**src/design/isc_pkg.sv**
```systemverilog
`default_nettype none
package isc_pkg;

    // ***************************************************
    // register map
    // ***************************************************
    localparam logic [7:0] CFG_OFF   = 8'hD6;   // serial_slave_config
    localparam logic [7:0] SCR_OFF   = 8'hD7;   // slave_status_ctrl
    localparam logic [7:0] BUF_OFF   = 8'hCF;   // data window, reads zero here
    localparam logic [7:0] CFG_RESET = 8'h00;   // config after reset
    localparam logic [7:0] SCR_RESET = 8'h00;   // status after reset

    // ***************************************************
    // field positions
    // ***************************************************
    localparam int CFG_EN_BIT     = 0;   // enable
    localparam int CFG_RATE_LSB   = 2;   // rate field, two bits
    localparam int CFG_STOPIE_BIT = 4;   // stop_irq_enable
    localparam int CFG_BFIE_BIT   = 5;   // bus_fault_irq_enable
    localparam int CFG_SEL_BIT    = 6;   // pin_pair_select
    localparam int SCR_ADDR_BIT   = 3;   // address byte seen
    localparam int SCR_ACK_BIT    = 4;   // ack out
    localparam int SCR_STOP_BIT   = 5;   // stop seen

    // ***************************************************
    // rate codes and prescale factors
    // ***************************************************
    localparam logic [1:0] RATE_STD100 = 2'h0;
    localparam logic [1:0] RATE_FAST400 = 2'h1;
    localparam logic [1:0] RATE_STD50  = 2'h2;
    localparam logic [1:0] OSC_SEL0    = 2'h0;
    localparam logic [1:0] OSC_SEL1    = 2'h1;
    localparam logic [4:0] PRE_DIV1    = 5'h01;
    localparam logic [4:0] PRE_DIV2    = 5'h02;
    localparam logic [4:0] PRE_DIV4    = 5'h04;
    localparam logic [4:0] PRE_DIV8    = 5'h08;
    localparam logic [4:0] PRE_DIV16   = 5'h10;
    localparam logic [5:0] SPB_16      = 6'h10;   // samples per bit
    localparam logic [5:0] SPB_32      = 6'h20;
    localparam int         SETUP_SHIFT = 2;       // setup = a quarter bit
    localparam logic [3:0] BITS_ADDR   = 4'h8;    // address byte length

    // ***************************************************
    // carriers
    // ***************************************************
    typedef struct packed {
        logic       spare;
        logic       sel;
        logic       bfie;
        logic       stopie;
        logic [1:0] rate;
        logic       rsvd;
        logic       en;
    } isc_cfg_t;

    typedef struct packed {
        logic scl;
        logic sda;
    } isc_line_t;

endpackage
`default_nettype wire

```
**src/design/isc_sync.sv**
```systemverilog
`timescale 1ns/1ps
`default_nettype none
module isc_sync #(
    parameter int W = 1
) (
    input  wire logic         clk_in,
    input  wire logic         ce_in,
    input  wire logic [W-1:0] d_in,
    output var  logic [W-1:0] q_out
);

    // ***************************************************
    // two-stage synchroniser, first stage read only here
    // ***************************************************
    logic [W-1:0] meta_q;   // first stage
    logic [W-1:0] meta_d;
    logic [W-1:0] sync_d;

    // next values; no reset so the chain settles from the pin itself
    always_comb begin
        meta_d = ce_in ? d_in : meta_q;
        sync_d = ce_in ? meta_q : q_out;
    end

    // register stage
    always_ff @(posedge clk_in) begin
        meta_q <= meta_d;
        q_out  <= sync_d;
    end

endmodule
`default_nettype wire

```
**src/design/isc_prescale.sv**
```systemverilog
`timescale 1ns/1ps
`default_nettype none
module isc_prescale (
    input  wire logic       clk_in,
    input  wire logic       rst_in,
    input  wire logic       ce_in,
    input  wire logic [1:0] rate_in,
    input  wire logic [1:0] osc_in,
    output var  logic       tick_out,
    output var  logic [5:0] spb_out
);

    // ***************************************************
    // prescale factor and samples per bit
    // ***************************************************
    logic [4:0] div;     // factor from rate and oscillator setting
    logic [4:0] cnt_q;   // divider count
    logic [4:0] cnt_d;
    logic       tick_d;

    // factor table: fast code runs four times quicker
    always_comb begin
        unique case (rate_in)
            isc_pkg::RATE_STD100, isc_pkg::RATE_STD50: begin
                div = (osc_in == isc_pkg::OSC_SEL0) ? isc_pkg::PRE_DIV8 :
                      (osc_in == isc_pkg::OSC_SEL1) ? isc_pkg::PRE_DIV4 : isc_pkg::PRE_DIV16;
            end
            isc_pkg::RATE_FAST400: begin
                div = (osc_in == isc_pkg::OSC_SEL0) ? isc_pkg::PRE_DIV2 :
                      (osc_in == isc_pkg::OSC_SEL1) ? isc_pkg::PRE_DIV1 : isc_pkg::PRE_DIV4;
            end
            default: begin // reserved code, undivided
                div = isc_pkg::PRE_DIV1;
            end
        endcase
        spb_out = (rate_in == isc_pkg::RATE_STD50) ? isc_pkg::SPB_32 : isc_pkg::SPB_16;
    end

    // sample tick every div clocks, so rates follow the clock itself
    always_comb begin
        if (cnt_q >= div - 5'h01) begin
            cnt_d  = 5'h00;
            tick_d = 1'b1;
        end else begin
            cnt_d  = cnt_q + 5'h01;
            tick_d = 1'b0;
        end
    end

    // register stage
    always_ff @(posedge clk_in) begin
        if (rst_in) begin
            cnt_q    <= 5'h00;
            tick_out <= 1'b0;
        end else if (ce_in) begin
            cnt_q    <= cnt_d;
            tick_out <= tick_d;
        end
    end

endmodule
`default_nettype wire

```
**src/design/isc_top.sv**
```systemverilog
// Behaviour
// - select bit chooses default or alternate pins
// - stop flag rising raises interrupt if enabled
// - no new stop interrupt while flag set
// - bus fault enable bit stored, no effect
// - rate code picks 100K, 400K, 50K
// - sample rate is clock over prescale
// - 16 or 32 samples, prescale from oscillator
// - rates scale with the system clock
// - interrupt on start plus address byte
// - follow master clock, setup after stall
// - disabled holds all but config reset
// - data buffer access blocked while disabled
// - enable passes a clock synchroniser first
// - pins owned by block only when enabled
// - any start restarts address reception
// - any stop returns to idle
// - stop flag on addressed stop, firmware clears
//
// Chosen here: strobed register access.
`timescale 1ns/1ps
`default_nettype none
module isc_top (
    input  wire logic       SYS_CLK_IN,
    input  wire logic       RESETN_IN,
    input  wire logic       CE_IN,
    input  wire logic [7:0] ADDR_IN,
    input  wire logic [7:0] WR_DATA_IN,
    input  wire logic       WR_IN,
    input  wire logic       RD_IN,
    output var  logic [7:0] RD_DATA_OUT,
    input  wire logic [1:0] OSC_SEL_IN,
    input  wire logic       SCL_A_IN,
    input  wire logic       SDA_A_IN,
    input  wire logic       SCL_B_IN,
    input  wire logic       SDA_B_IN,
    output var  logic       SCL_A_OUT,
    output var  logic       SDA_A_OUT,
    output var  logic       SCL_B_OUT,
    output var  logic       SDA_B_OUT,
    output var  logic       SCL_A_OE_N_OUT,
    output var  logic       SDA_A_OE_N_OUT,
    output var  logic       SCL_B_OE_N_OUT,
    output var  logic       SDA_B_OE_N_OUT,
    output var  logic       PINS_A_OWNED_OUT,
    output var  logic       PINS_B_OWNED_OUT,
    output var  logic       IRQ_OUT
);

    // ***************************************************
    // configuration register, reset only by the chip reset
    // ***************************************************
    isc_pkg::isc_cfg_t cfg_q;   // serial_slave_config
    isc_pkg::isc_cfg_t cfg_d;
    logic              en_s;    // enable after synchroniser
    logic              core_rst;
    logic              cfg_wr;
    logic              scr_wr;

    assign cfg_wr = WR_IN && (ADDR_IN == isc_pkg::CFG_OFF);
    assign scr_wr = WR_IN && (ADDR_IN == isc_pkg::SCR_OFF);

    // config write; bus fault enable kept only for read back
    always_comb begin
        cfg_d = cfg_q;
        if (cfg_wr) begin
            cfg_d = isc_pkg::isc_cfg_t'(WR_DATA_IN);
            cfg_d.spare = 1'b0;
            cfg_d.rsvd  = 1'b0;
        end
    end

    always_ff @(posedge SYS_CLK_IN) begin
        if (!RESETN_IN) begin
            cfg_q <= isc_pkg::isc_cfg_t'(isc_pkg::CFG_RESET);
        end else if (CE_IN) begin
            cfg_q <= cfg_d;
        end
    end

    // enable is resynchronised before it reaches the core
    isc_sync #(.W(1)) u_en_sync (
        .clk_in (SYS_CLK_IN),
        .ce_in  (CE_IN),
        .d_in   (cfg_q.en),
        .q_out  (en_s)
    );

    // everything but config is held while disabled
    assign core_rst = !RESETN_IN || !en_s;

    // ***************************************************
    // pin synchronisers and pair select
    // ***************************************************
    logic [3:0]        pins_s;    // {scl_a, sda_a, scl_b, sda_b}
    isc_pkg::isc_line_t line;     // selected pair
    logic              tick;
    logic [5:0]        spb;

    isc_sync #(.W(4)) u_pin_sync (
        .clk_in (SYS_CLK_IN),
        .ce_in  (CE_IN),
        .d_in   ({SCL_A_IN, SDA_A_IN, SCL_B_IN, SDA_B_IN}),
        .q_out  (pins_s)
    );

    // select must stay put while enabled, so no glitch guard here
    assign line = cfg_q.sel ? isc_pkg::isc_line_t'(pins_s[1:0])
                            : isc_pkg::isc_line_t'(pins_s[3:2]);

    isc_prescale u_pre (
        .clk_in   (SYS_CLK_IN),
        .rst_in   (core_rst),
        .ce_in    (CE_IN),
        .rate_in  (cfg_q.rate),
        .osc_in   (OSC_SEL_IN),
        .tick_out (tick),
        .spb_out  (spb)
    );

    // ***************************************************
    // bus condition detection on sample ticks
    // ***************************************************
    isc_pkg::isc_line_t prev_q;   // line at previous tick
    isc_pkg::isc_line_t prev_d;
    logic              start_ev;
    logic              stop_ev;
    logic              scl_rise;
    logic              scl_fall;

    // start: data falls under high clock; stop: data rises
    always_comb begin
        prev_d   = tick ? line : prev_q;
        start_ev = tick && prev_q.scl && line.scl && prev_q.sda && !line.sda;
        stop_ev  = tick && prev_q.scl && line.scl && !prev_q.sda && line.sda;
        scl_rise = tick && !prev_q.scl && line.scl;
        scl_fall = tick && prev_q.scl && !line.scl;
    end

    always_ff @(posedge SYS_CLK_IN) begin
        if (core_rst) begin
            prev_q <= '1;
        end else if (CE_IN) begin
            prev_q <= prev_d;
        end
    end

    // ***************************************************
    // slave sequencer
    // ***************************************************
    typedef enum logic [2:0] {
        ST_IDLE,
        ST_ADDR,
        ST_STALL,
        ST_SETUP,
        ST_ACK,
        ST_WAIT
    } isc_state_t;

    isc_state_t st_q;
    isc_state_t st_d;
    logic [3:0] bits_q;     // address bits taken
    logic [3:0] bits_d;
    logic [4:0] setup_q;    // setup ticks left
    logic [4:0] setup_d;
    logic       hold_scl_q; // stall drive
    logic       hold_scl_d;
    logic       hold_sda_q; // ack drive
    logic       hold_sda_d;
    logic       addressed_q;
    logic       addressed_d;
    logic       ack_q;      // ack out control
    logic       ack_d;
    logic       stop_q;     // stop seen flag
    logic       stop_d;
    logic       addr_q;     // address seen flag
    logic       addr_d;
    logic       addr_set;
    logic       stop_set;
    logic       irq_d;

    always_comb begin
        st_d        = st_q;
        bits_d      = bits_q;
        setup_d     = setup_q;
        hold_scl_d  = hold_scl_q;
        hold_sda_d  = hold_sda_q;
        addressed_d = addressed_q;
        addr_set    = 1'b0;
        stop_set    = 1'b0;
        if (start_ev) begin
            st_d        = ST_ADDR;
            bits_d      = 4'h0;
            hold_scl_d  = 1'b0;
            hold_sda_d  = 1'b0;
            addressed_d = 1'b0;
        end else if (stop_ev) begin
            st_d       = ST_IDLE;
            hold_scl_d = 1'b0;
            hold_sda_d = 1'b0;
            stop_set   = addressed_q;
            addressed_d = 1'b0;
        end else begin
            unique case (st_q)
                ST_IDLE: begin // waits for a start
                end
                ST_ADDR: begin // follows the master clock, any speed
                    if (scl_rise) begin
                        bits_d = bits_q + 4'h1;
                    end else if (scl_fall && bits_q == isc_pkg::BITS_ADDR) begin
                        st_d       = ST_STALL;
                        hold_scl_d = 1'b1;
                        addr_set   = 1'b1;
                    end
                end
                ST_STALL: begin // firmware answers via status write
                    if (scr_wr) begin
                        st_d       = ST_SETUP;
                        hold_sda_d = WR_DATA_IN[isc_pkg::SCR_ACK_BIT];
                        addressed_d = WR_DATA_IN[isc_pkg::SCR_ACK_BIT];
                        setup_d    = spb[5:1] >> (isc_pkg::SETUP_SHIFT - 1);
                    end
                end
                ST_SETUP: begin // data settles before clock release
                    if (tick) begin
                        if (setup_q == 5'h00) begin
                            st_d       = ST_ACK;
                            hold_scl_d = 1'b0;
                        end else begin
                            setup_d = setup_q - 5'h01;
                        end
                    end
                end
                ST_ACK: begin // ninth clock ends, drop data drive
                    if (scl_fall) begin
                        st_d       = ST_WAIT;
                        hold_sda_d = 1'b0;
                    end
                end
                ST_WAIT: begin // data bytes pass, wait for start or stop
                end
            endcase
        end
        // sticky flags: hardware set beats a firmware clear
        stop_d = stop_set || (stop_q && !(scr_wr && !WR_DATA_IN[isc_pkg::SCR_STOP_BIT]));
        addr_d = addr_set || (addr_q && !(scr_wr && !WR_DATA_IN[isc_pkg::SCR_ADDR_BIT]));
        ack_d  = scr_wr ? WR_DATA_IN[isc_pkg::SCR_ACK_BIT] : ack_q;
        // stop interrupt only on a 0 to 1 edge of the flag
        irq_d  = addr_set || (cfg_q.stopie && stop_set && !stop_q);
    end

    always_ff @(posedge SYS_CLK_IN) begin
        if (core_rst) begin
            st_q        <= ST_IDLE;
            bits_q      <= 4'h0;
            setup_q     <= 5'h00;
            hold_scl_q  <= 1'b0;
            hold_sda_q  <= 1'b0;
            addressed_q <= 1'b0;
            ack_q       <= isc_pkg::SCR_RESET[isc_pkg::SCR_ACK_BIT];
            stop_q      <= isc_pkg::SCR_RESET[isc_pkg::SCR_STOP_BIT];
            addr_q      <= isc_pkg::SCR_RESET[isc_pkg::SCR_ADDR_BIT];
            IRQ_OUT     <= 1'b0;
        end else if (CE_IN) begin
            st_q        <= st_d;
            bits_q      <= bits_d;
            setup_q     <= setup_d;
            hold_scl_q  <= hold_scl_d;
            hold_sda_q  <= hold_sda_d;
            addressed_q <= addressed_d;
            ack_q       <= ack_d;
            stop_q      <= stop_d;
            addr_q      <= addr_d;
            IRQ_OUT     <= irq_d;
        end
    end

    // ***************************************************
    // pin drive: owned pair only, others left to gpio
    // ***************************************************
    logic [5:0] pin_d;   // {own_a, own_b, oe_n scl_a, sda_a, scl_b, sda_b}

    always_comb begin
        pin_d[5] = en_s && !cfg_q.sel;
        pin_d[4] = en_s && cfg_q.sel;
        pin_d[3] = !(pin_d[5] && hold_scl_q);
        pin_d[2] = !(pin_d[5] && hold_sda_q);
        pin_d[1] = !(pin_d[4] && hold_scl_q);
        pin_d[0] = !(pin_d[4] && hold_sda_q);
    end

    always_ff @(posedge SYS_CLK_IN) begin
        if (!RESETN_IN) begin
            {PINS_A_OWNED_OUT, PINS_B_OWNED_OUT} <= 2'h0;
            {SCL_A_OE_N_OUT, SDA_A_OE_N_OUT, SCL_B_OE_N_OUT, SDA_B_OE_N_OUT} <= 4'hF;
        end else if (CE_IN) begin
            {PINS_A_OWNED_OUT, PINS_B_OWNED_OUT} <= pin_d[5:4];
            {SCL_A_OE_N_OUT, SDA_A_OE_N_OUT, SCL_B_OE_N_OUT, SDA_B_OE_N_OUT} <= pin_d[3:0];
        end
    end

    // open-drain: driven value is always low
    always_ff @(posedge SYS_CLK_IN) begin
        {SCL_A_OUT, SDA_A_OUT, SCL_B_OUT, SDA_B_OUT} <= 4'h0;
    end

    // ***************************************************
    // read port, data one cycle after the strobe
    // ***************************************************
    logic [7:0] rd_d;

    always_comb begin
        rd_d = 8'h00;
        if (RD_IN) begin
            unique case (ADDR_IN)
                isc_pkg::CFG_OFF: rd_d = cfg_q;
                isc_pkg::SCR_OFF: begin
                    rd_d[isc_pkg::SCR_STOP_BIT] = stop_q;
                    rd_d[isc_pkg::SCR_ACK_BIT]  = ack_q;
                    rd_d[isc_pkg::SCR_ADDR_BIT] = addr_q;
                end
                isc_pkg::BUF_OFF: rd_d = 8'h00;
                default:          rd_d = 8'h00;
            endcase
        end
    end

    always_ff @(posedge SYS_CLK_IN) begin
        if (!RESETN_IN) begin
            RD_DATA_OUT <= 8'h00;
        end else if (CE_IN) begin
            RD_DATA_OUT <= rd_d;
        end
    end

    // ***************************************************
    // checks
    // ***************************************************
    AST_STOP_IRQ: assert property (@(posedge SYS_CLK_IN) disable iff (!RESETN_IN)
        (CE_IN && cfg_q.stopie && !stop_q && stop_d && !core_rst) |=> IRQ_OUT)
        else $error("stop edge gave no interrupt");
    AST_NO_REPEAT: assert property (@(posedge SYS_CLK_IN) disable iff (!RESETN_IN)
        (CE_IN && stop_q && !addr_set && !core_rst) |=> !IRQ_OUT)
        else $error("interrupt while stop flag held");
    AST_ADDR_IRQ: assert property (@(posedge SYS_CLK_IN) disable iff (!RESETN_IN)
        (CE_IN && st_q == ST_ADDR && st_d == ST_STALL && !core_rst) |=> (IRQ_OUT && hold_scl_q))
        else $error("address byte without interrupt");
    AST_DIS_RESET: assert property (@(posedge SYS_CLK_IN) disable iff (!RESETN_IN)
        (!en_s) |=> (st_q == ST_IDLE && !stop_q && !IRQ_OUT))
        else $error("state kept while disabled");
    AST_EN_SYNC: assert property (@(posedge SYS_CLK_IN) disable iff (!RESETN_IN)
        (CE_IN && $rose(cfg_q.en)) |-> !en_s)
        else $error("enable reached core unsynchronised");
    AST_PIN_OWN: assert property (@(posedge SYS_CLK_IN) disable iff (!RESETN_IN)
        (!en_s) |=> (!PINS_A_OWNED_OUT && !PINS_B_OWNED_OUT))
        else $error("pins owned while disabled");
    AST_SEL_B: assert property (@(posedge SYS_CLK_IN) disable iff (!RESETN_IN)
        (CE_IN && en_s && cfg_q.sel) |=> (SCL_A_OE_N_OUT && SDA_A_OE_N_OUT))
        else $error("default pair driven while alternate selected");
    AST_START: assert property (@(posedge SYS_CLK_IN) disable iff (core_rst)
        (CE_IN && start_ev) |=> (st_q == ST_ADDR && bits_q == 4'h0))
        else $error("start did not restart address");
    AST_STOP_IDLE: assert property (@(posedge SYS_CLK_IN) disable iff (core_rst)
        (CE_IN && stop_ev && !start_ev) |=> (st_q == ST_IDLE && !hold_scl_q))
        else $error("stop did not idle");
    AST_STOP_FLAG: assert property (@(posedge SYS_CLK_IN) disable iff (core_rst)
        (CE_IN && stop_ev && addressed_q) |=> stop_q[*2])
        else $error("stop flag not set or not sticky");
    AST_SETUP_HOLD: assert property (@(posedge SYS_CLK_IN) disable iff (core_rst)
        (CE_IN && st_q == ST_STALL && st_d == ST_SETUP) |=> hold_scl_q[*2])
        else $error("stall released without setup");
    AST_BUF_ZERO: assert property (@(posedge SYS_CLK_IN) disable iff (!RESETN_IN)
        (CE_IN && RD_IN && ADDR_IN == isc_pkg::BUF_OFF) |=> (RD_DATA_OUT == 8'h00))
        else $error("buffer read not blocked");

endmodule
`default_nettype wire

```
**config.mk**
```make
export PLATFORM = sky130hd
export DESIGN_NAME = isc_top
export DESIGN_NICKNAME = d
export VERILOG_FILES = /design/src/design/isc_pkg.sv /design/src/design/isc_sync.sv /design/src/design/isc_prescale.sv /design/src/design/isc_top.sv
export SDC_FILE = /design/constraint.sdc
export NUM_CORES = 1
export LEC_CHECK = 0
export ABC_AREA = 0
export BUFFER_PORTS_ARGS = -buffer_cell sky130_fd_sc_hd__clkbuf_2
export CAP_MARGIN = 20
export CORE_UTILIZATION = 45
export CTS_CLUSTER_DIAMETER = 100
export DETAILED_ROUTE_END_ITERATION = 8
export GPL_ROUTABILITY_DRIVEN = 1
export PLACE_DENSITY_LB_ADDON = 0.3
export SKIP_LAST_GASP = 1
export SLEW_MARGIN = 20
export SYNTH_ARGS = -nofsm -noshare
export SYNTH_HDL_FRONTEND = slang
export SYNTH_HIERARCHICAL = 1
export SYNTH_SLANG_ARGS = --single-unit
```
**constraint.sdc**
```tcl
create_clock -name SYS_CLK_IN -period 3.1 [get_ports SYS_CLK_IN]
set_input_delay 0.31 -clock SYS_CLK_IN [delete_from_list [all_inputs] [get_ports SYS_CLK_IN]]
set_output_delay 0.31 -clock SYS_CLK_IN [all_outputs]
set_load 0.01 [all_outputs]
```
# --- Yosys cells after proc, flatten, opt, wreduce, memory -nomap -nowiden ---
# Index checks and enable logic that the tools add are counted.
totals:
  register_bits: 57
  out_inout_bits: 19
  elab_cells: 174
  in_bits: 27
op_classes:
  reduce_logical: 65
  order_cmp: 1
  n_eq_ne: 20
  add_sub_neg: 4
  bitwise_logic: 2
  mux: 52
op_table:
  columns: ["cell", "count"]
  rows:
  - ["2-to-1 mux 5 bit", 7]
  - ["2-to-1 mux 3 bit", 10]
  - ["logical AND 1 bit", 24]
  - ["2-to-1 mux 1 bit", 22]
  - ["!= test 4 bit, second input constant", 5]
  - ["case mux 5 bit (2 select lines)", 2]
  - ["== test 8 bit, second input constant", 2]
  - ["logical NOT 1 bit", 16]
  - ["2-to-1 mux 4 bit", 4]
  - ["case mux 3 bit (4 select lines)", 1]
  - ["subtractor 5 x 1 -> 5 bit, second input constant", 2]
  - ["AND reduction 4 bit", 2]
  - ["AND reduction 8 bit", 1]
  - ["nonzero test 4 bit", 2]
  - ["2-to-1 mux 7 bit", 1]
  - ["AND reduction 7 bit", 1]
  - ["== test 3 x 2 -> 1 bit, second input constant", 2]
  - ["2-to-1 mux 6 bit", 1]
  - ["!= test 2 bit, second input constant", 3]
  - ["case mux 3 bit (2 select lines)", 1]
  - ["AND reduction 2 bit", 3]
  - ["AND reduction 6 bit", 1]
  - ["nonzero test 2 bit", 3]
  - ["nonzero test 3 bit", 2]
  - ["19 further kinds", 26]

# --- Logic depth before layout (Yosys ltp) ---
# Gate-level depths: netlist (run 1).
logic_depth:
  depth_word: 10
  ltp_mapped: 9
  mapped_depth_nobuf: 9

# --- Hierarchy ---
# The synthesis (run 1) kept the hierarchy.
by_module_without_submodules:
  columns: ["mod", "area_each_um2", "cells_per_inst", "seq_area_each_um2", "n_inst"]
  rows:
  - ["isc_top", 2039.5, 241, 780.7, 1]
  - ["isc_prescale", 530.5, 63, 120.1, 1]
  - ["isc_sync (u_pin_sync)", 240.2, 8, 240.2, 1]
  - ["isc_sync (u_en_sync)", 60.1, 2, 60.1, 1]

# --- Least setup slack after synthesis (run 1) ---
# No wires, ideal clock.
synth_path:
  kind: "register to register"
  from: "register cfg_q[2] (netlist name)"
  to: "register u_pre.cnt_q[0]"
  required_time_ps: 3032
  period_less_slack_ps: 2269
  arrival_time_ps: 2200
  setup_time_ps: 68
  path_stages_with_launch: 10
  setup_slack_ps: 831
  path_buffers: 0
  path_cell_list: "dfxtp_1 -> inv_1 -> or4_1 -> ha_1 -> xor2_1 -> ha_1 -> a21oi_2 -> o21ai_2 -> a311o_1 -> a21oi_2"
synth_via:
  elab_chain_cells: 6
  elab_cells_between_ends: 8
  classes_between: "add/sub (1); order compare (1); eq/ne (2); mux (2); reduce/logical (2)"
synth_rtl:
  columns: ["element", "line_no", "source"]
  rows:
  - ["from (decl)", "isc_top.sv:53", "isc_pkg::isc_cfg_t cfg_q;"]
  - ["from (signal assigned)", "isc_top.sv:75", "cfg_q <= isc_pkg::isc_cfg_t'(isc_pkg::CFG_RESET);"]
  - ["from (signal assigned)", "isc_top.sv:77", "cfg_q <= cfg_d;"]
  - ["== test 2 bit or logical NOT 2 bit (tied branches)", "isc_prescale.sv:23", "unique case (rate_in)"]
  - ["OR reduction 2 bit", "isc_prescale.sv:23", null]
  - ["case mux 5 bit (2 select lines) *", "isc_prescale.sv:23", null]
  - ["subtractor 5 x 1 -> 5 bit *", "isc_prescale.sv:41", "if (cnt_q >= div - 5'h01) begin"]
  - [">= comparator 5 bit *", "isc_prescale.sv:41", null]
  - ["2-to-1 mux 5 bit *", "isc_prescale.sv:41", null]
  - ["to (signal assigned)", "isc_prescale.sv:56", "cnt_q <= cnt_d;"]
  - ["to (decl)", "isc_prescale.sv:17", "logic [4:0] cnt_q;"]
# Mark *: on every way between the ends. The rest lies on a longest branch, timed or not.
# A chain may end at the register's enable or synchronous reset.

# --- Worst setup path after layout (run 1) ---
layout_path:
  from: "register cfg_q[6] (netlist name)"
  to: "register setup_q[1]"
layout_via:
  elab_chain_cells: 6
  elab_cells_between_ends: 10
  classes_between: "mux (1); bitwise (2); reduce/logical (7)"
layout_rtl:
  columns: ["element", "line_no", "source"]
  rows:
  - ["2-to-1 mux 2 bit *", "isc_top.sv:108", "assign line = cfg_q.sel ? isc_pkg::isc_line_t'(pins_s[1:0])"]
  - ["logical AND 1 bit", "isc_top.sv:134, isc_top.sv:135", null]
  - ["logical AND 1 bit, on equally long branches (2 in series)", "isc_top.sv:135, isc_top.sv:134", null]
  - ["inverter 1 bit (no line)", null, null]
  - ["AND reduction 7 bit (no line) *", null, null]
  - ["to (signal assigned)", "isc_top.sv:267", "setup_q <= setup_d;"]
  - ["to (decl)", "isc_top.sv:164", "logic [4:0] setup_q;"]
# Marked as above.

==> run_results.csv, run 1 <==
group,metric,value,unit
clock_network,post_cts_buffers,0,
route,dr.pass1.iters,5,
pwr,peakVddDrop,272,µV
finish,area_growth,10.6,%
route,via_count,2362,
synthesis,syn-mean-instance-area,9.15,µm²
placement,place_congestion,0.842,
placement,portBuffers,37,
route,wl_per_cell,14.2,µm
setup_path,crit-reg2reg-launch,"cfg_q[6]",
floorplanning,boundaryPins,46,
finish,final_nets,380,
clock_network,cts-buffers-inserted,5,
global_routing,antenna_found_initial,0,
pwr,power.leakage,0.00118,µW
setup_path,r2r.worst_path.cells,5,
synthesis,syn_inst,312,
sta,setup_slack,0.557,ns
global_routing,grt_first_pass_wirelength,9650,µm
finish,layout-drive-gt1-share,0.166,
placement,pre_cts_ws,0.569,ns
sta,period_share,0.820,
sta,tns,0,ns
setup_path,worst_path_largest_cell_delay,0.62,ns
route,viasPerCell,5.64,
outcome,status,"complete, no violations",
floorplanning,dieWidth,81.7,µm
floorplanning,rows,28,
finish,diodes,0,
job,cap_viol_max_count,0,
clock_network,cts_tree,"yes",
setup_path,crit_path_max_fanout,9,
floorplanning,core-area,6030,µm²
sta,tightest_slew,0.654,ns
route,drt-total-wl,5960,µm
floorplanning,start_util,0.474,
setup_path,r2r_slack,0.56,ns
sta,relSlewSlack,0.563,
clock_network,clockRootBuffer,"clkbuf_8",
clock_network,postCtsHoldBufs,0,
setup_path,start_kind,"flip-flop",
sta,slew_viol_final,0,
sta,fmax,393,MHz
finish,fill_cells,593,
global_routing,grt_pass1_vias,2135,
sta,finalSetupViolCount,0,
sta,rsz0062_at_grt,"false",
setup_path,cpMaxStageDelayCell,"dfxtp_1",
clock_network,cts-htree-levels,2,
setup_path,end_kind,"flip-flop",
clock_network,insertion_delay,0.32,ns
setup_path,critical_path_required,3.27,ns
global_routing,grt_start_max_net_pins,41,
route,drc,0,
route,detail-route-antenna-nets,0,
clock_network,post_cts_resized,0,
clock_network,cts.sink_count,55,
setup_path,crit_arrival,2.71,ns
setup_path,r2r_end,"setup_q[1]",
hold_path,whs_path_depth,1,
floorplanning,die_area,6670,µm²
placement,dp_hpwl,4280,µm
clock_network,clk_pin_slew_worst_paths,0.11,ns
synthesis,yosysWarnings,6,
sta,hold_viol,0,
sta,period_needed,2.54,ns
pwr,power_per_cell_area,408,nW/µm²
setup_path,crit_chain,"mux2i_1, nor2_1, a221o_1, a2111oi_0, a211oi_1",
global_routing,gr-usage-all-layers,0.190,
hold_path,hp-class,"in2reg",
floorplanning,die_h,81.7,µm
route,drt_iter0_drc,226,
clock_network,cts.path.max_buffers,2,
synthesis,syn-cell-area,2860,µm²
hold_path,min_delay_worst_endpoint,"u_pin_sync/meta_q[3]",
global_routing,grt_overflow_total,0,
setup_path,crit_type,"reg2reg",
sta,finClkSkew,0.0157,ns
hold_path,hold_start,"SCL_A_IN",
critical path: cells and delay by family, from the launching register on:
family             cells  cell delay, ns
and+or+nand+nor        1            0.25
AOI/OAI and AO/OA      3            0.95
muxes                  1            0.56
DFF                    1            0.62
registers in the layout, summed over array words and instances (netlist names), 2 cells and up:
register,flops
RD_DATA_OUT,6
u_pre/cnt_q,5
prev_q,2
cfg_q,6
bits_q,4
setup_q,5
st_q,3
u_pin_sync/q_out,4
u_pin_sync/meta_q,4
where the power goes:
group / internal (µW) / total, µW / switching (µW)
logic: 29.5 / 78.5 / 49.0
registers: 739 / 744 / 5.24
clock network: 211 / 465 / 254
total: 980 / 1290 / 308
through the flow:
| stage | power [µW] | util | std cells | hold slack (ns) | cell area, µm² |
|---|---|---|---|---|---|
| global placement | 837 | 0.506 | 411 | 0.401 | 3050 |
| floorplan | 814 | - | 318 | 0.400 | 2880 |
| CTS | 1300 | 0.524 | 419 | 0.152 | 3160 |
| global route | 1330 | 0.524 | 419 | 0.144 | 3160 |
| detailed placement | 839 | 0.506 | 411 | 0.405 | 3050 |
| finish | 1290 | 0.524 | 419 | 0.163 | 3160 |
per-layer routing:
layer,vias up,wire (µm),global-route usage
met1,1123,2860,0.246
met4,0,79,0.0526
li1,1186,-,-
met2,45,2810,0.312
met5,-,0,0
met3,8,209,0.0478
layout by cell type (no fill, tap or decap), types with 7 or more instances in the layout:
cell type / instances
dfxtp_1: 45
clkbuf_2: 37
nand2_1: 32
nor2_1: 20
a21oi_1: 16
nor2b_1: 15
mux2i_1: 15
inv_1: 13
o21ai_0: 10
ha_1: 10
edfxtp_1: 10
conb_1: 8
nand2b_1: 7
cell type report:
class,count,area (µm²),share of cell area
Clock inverter,2,16.3,0.00515
Inverter,13,48.8,0.0155
Multi-Input combinational cell,230,1510,0.478
Tap cell,75,93.8,0.0297
Timing Repair Buffer,38,193,0.0610
Sequential cell,55,1200,0.380
Clock buffer,6,93.8,0.0297
how the worst max path moves through the flow:
stage	cells after the start	slack, ns	start	endpoint
after detailed placement	5	0.57	cfg_q[6]	setup_q[1]
after CTS	5	0.54	cfg_q[6]	setup_q[1]
final	5	0.56	cfg_q[6]	setup_q[1]
after floorplan	9	0.83	cfg_q[2]	u_pre/cnt_q[0]
after global placement	9	0.67	OSC_SEL_IN[1]	u_pre/cnt_q[0]
after global routing	5	0.28	cfg_q[6]	setup_q[1]
(Power assumes the default switching activity.)
==> inputs of run 2 (changes only) <==
clock period = 2.7 ns   (was 3.1 ns; I/O delays follow)
==> run 2 against run 1 <==
Effect of this change:
- largest power group unchanged
- first-iteration DRC count decreased by 27%
- die area stayed put
- critical endpoint is now u_pre/cnt_q[0]
- routed wire length decreased by 0.84%
- largest cell class unchanged
- critical path type unchanged
- global-route usage decreased by 0.30 points
==> run_results.csv, run 2 (synthesis gave the netlist of run 1 again) <==
group,metric,value,unit
finish,reg_top3,"RD_DATA_OUT x6, cfg_q x6",
global_routing,grt_start_max_net_pins,41,
sta,holdWs,0.137,ns
global_routing,grt_overflow_total,0,
setup_path,start_kind,"flip-flop",
clock_network,cts_tree,"yes",
setup_path,crit_path_max_fanout,6,
pwr,power_per_cell_area,472,nW/µm²
route,via_count,2372,
floorplanning,die_h,81.7,µm
clock_network,clk_pin_slew_worst_paths,0.11,ns
clock_network,cts.path.max_buffers,2,
pwr,p_total,1510,µW
route,detail-route-antenna-nets,0,
sta,hold_viol,0,
clock_network,postCtsHoldBufs,0,
floorplanning,die_area,6670,µm²
job,cap_viol_max_count,0,
clock_network,post_cts_buffers,0,
sta,rsz0062_at_grt,"false",
setup_path,crit_type,"reg2reg",
pwr,pwr-share-clk,0.371,
sta,finalSetupViolCount,0,
placement,place_area,3080,µm²
route,dr.pass1.iters,4,
clock_network,cts.sink_count,55,
route,drt_iter0_drc,166,
route,viasPerCell,5.61,
finish,final_area,3190,µm²
pwr,sequentialPowerShare,0.567,
setup_path,critical_path_required,2.94,ns
finish,final_nets,384,
global_routing,antenna_found_initial,0,
setup_path,end_kind,"flip-flop",
finish,layout_common_cells,"45 x dfxtp_1, 37 x clkbuf_2, 32 x nand2_1, 20 x nor2_1, 16 x a21oi_1",
global_routing,grt_first_pass_wirelength,9530,µm
floorplanning,boundaryPins,46,
floorplanning,rows,28,
sta,period_needed,2.51,ns
finish,diodes,0,
sta,setup_slack,0.187,ns
sta,finClkSkew,0.0148,ns
floorplanning,dieWidth,81.7,µm
sta,slew_viol_final,0,
clock_network,post_cts_resized,0,
pwr,power.leakage,0.00121,µW
floorplanning,core-area,6030,µm²
outcome,status,"complete, no violations",
placement,pre_cts_ws,0.227,ns
global_routing,grt_pass1_vias,2009,
global_routing,gr-usage-all-layers,0.187,
pwr,swShare,0.226,
pwr,peakVddDrop,384,µV
finish,layout-drive-gt1-share,0.175,
placement,dp_hpwl,4360,µm
pwr,p_int,1170,µW
pwr,p_comb_frac,0.062,
clock_network,cts-htree-levels,2,
placement,portBuffers,37,
finish,layout_commonest_cell,"dfxtp_1",
route,wl_per_cell,14.0,µm
pwr,p_switching,341,µW
clock_network,insertion_delay,0.31,ns
hold_path,hp-class,"in2reg",
sta,relSlewSlack,0.562,
sta,tns,0,ns
finish,area_growth,11.8,%
sta,fmax,398,MHz
route,drc,0,
placement,place_congestion,0.858,
route,drt-total-wl,5910,µm
clock_network,cts-buffers-inserted,5,
sta,period_share,0.931,
setup_path,crit_arrival,2.75,ns
sta,tightest_slew,0.655,ns
floorplanning,start_util,0.474,
clock_network,clockRootBuffer,"clkbuf_8",
[run 2: cell count changes in the layout (fill, tap and decap cells not counted), sizes merged]
cell / change
clkbuf: -1
clkinvlp: -1
bufinv: +1
buf: +4
clkinv: +1
[run 2: layer usage]
layer,part of all wire,GRT usage,vias up
li1,-,-,1190
met1,0.49,0.259,1114
met2,0.45,0.288,60
met3,0.042,0.0389,8
met4,0.014,0.0614,0
met5,0,0,-
[run 2: metrics by stage]
step	instances	utilization
2_1_floorplan	318	-
3_3_place_gp	415	0.511
3_5_place_dp	415	0.511
4_1_cts	423	0.530
5_1_grt	423	0.530
6_report	423	0.530
[run 2: final timing paths]
path                   startpoint                   end  slack (ns)  cells after the start
max                      cfg_q[2]        u_pre/cnt_q[0]        0.19                      9
min                      SDA_A_IN  u_pin_sync/meta_q[2]        0.14                      1
max reg2reg              cfg_q[2]        u_pre/cnt_q[0]        0.19                      9
min reg2reg  u_pin_sync/meta_q[1]   u_pin_sync/q_out[1]        0.42                      0
[run 2: power by group through the flow]
stage | clock network, µW | registers (µW) | logic, µW
2_1_floorplan | 0 | 872 | 62.6
3_5_place_dp | 0 | 874 | 93.0
6_report | 559 | 855 | 93.1
4_1_cts | 571 | 855 | 93.3
5_1_grt | 602 | 857 | 104
3_3_place_gp | 0 | 873 | 91.9
[run 2: worst max-delay path, stage by stage (launching register included)]
cell	delay [ns]
dfxtp_1	0.45
inv_1	0.11
or4_1	0.43
ha_1	0.25
xor2_1	0.17
ha_1	0.30
a21oi_2	0.14
o21ai_2	0.09
a311o_1	0.37
a21oi_2	0.11
[run 2: cell type report]
| cell class | instances | area [µm²] |
|---|---|---|
| Clock inverter | 3 | 47.5 |
| Fill cell | 567 | 2830 |
| Multi-Input combinational cell | 230 | 1510 |
| Inverter | 13 | 48.8 |
| Timing Repair Buffer | 42 | 223 |
| Sequential cell | 55 | 1200 |
| Tap cell | 75 | 93.8 |
| Clock buffer | 5 | 68.8 |
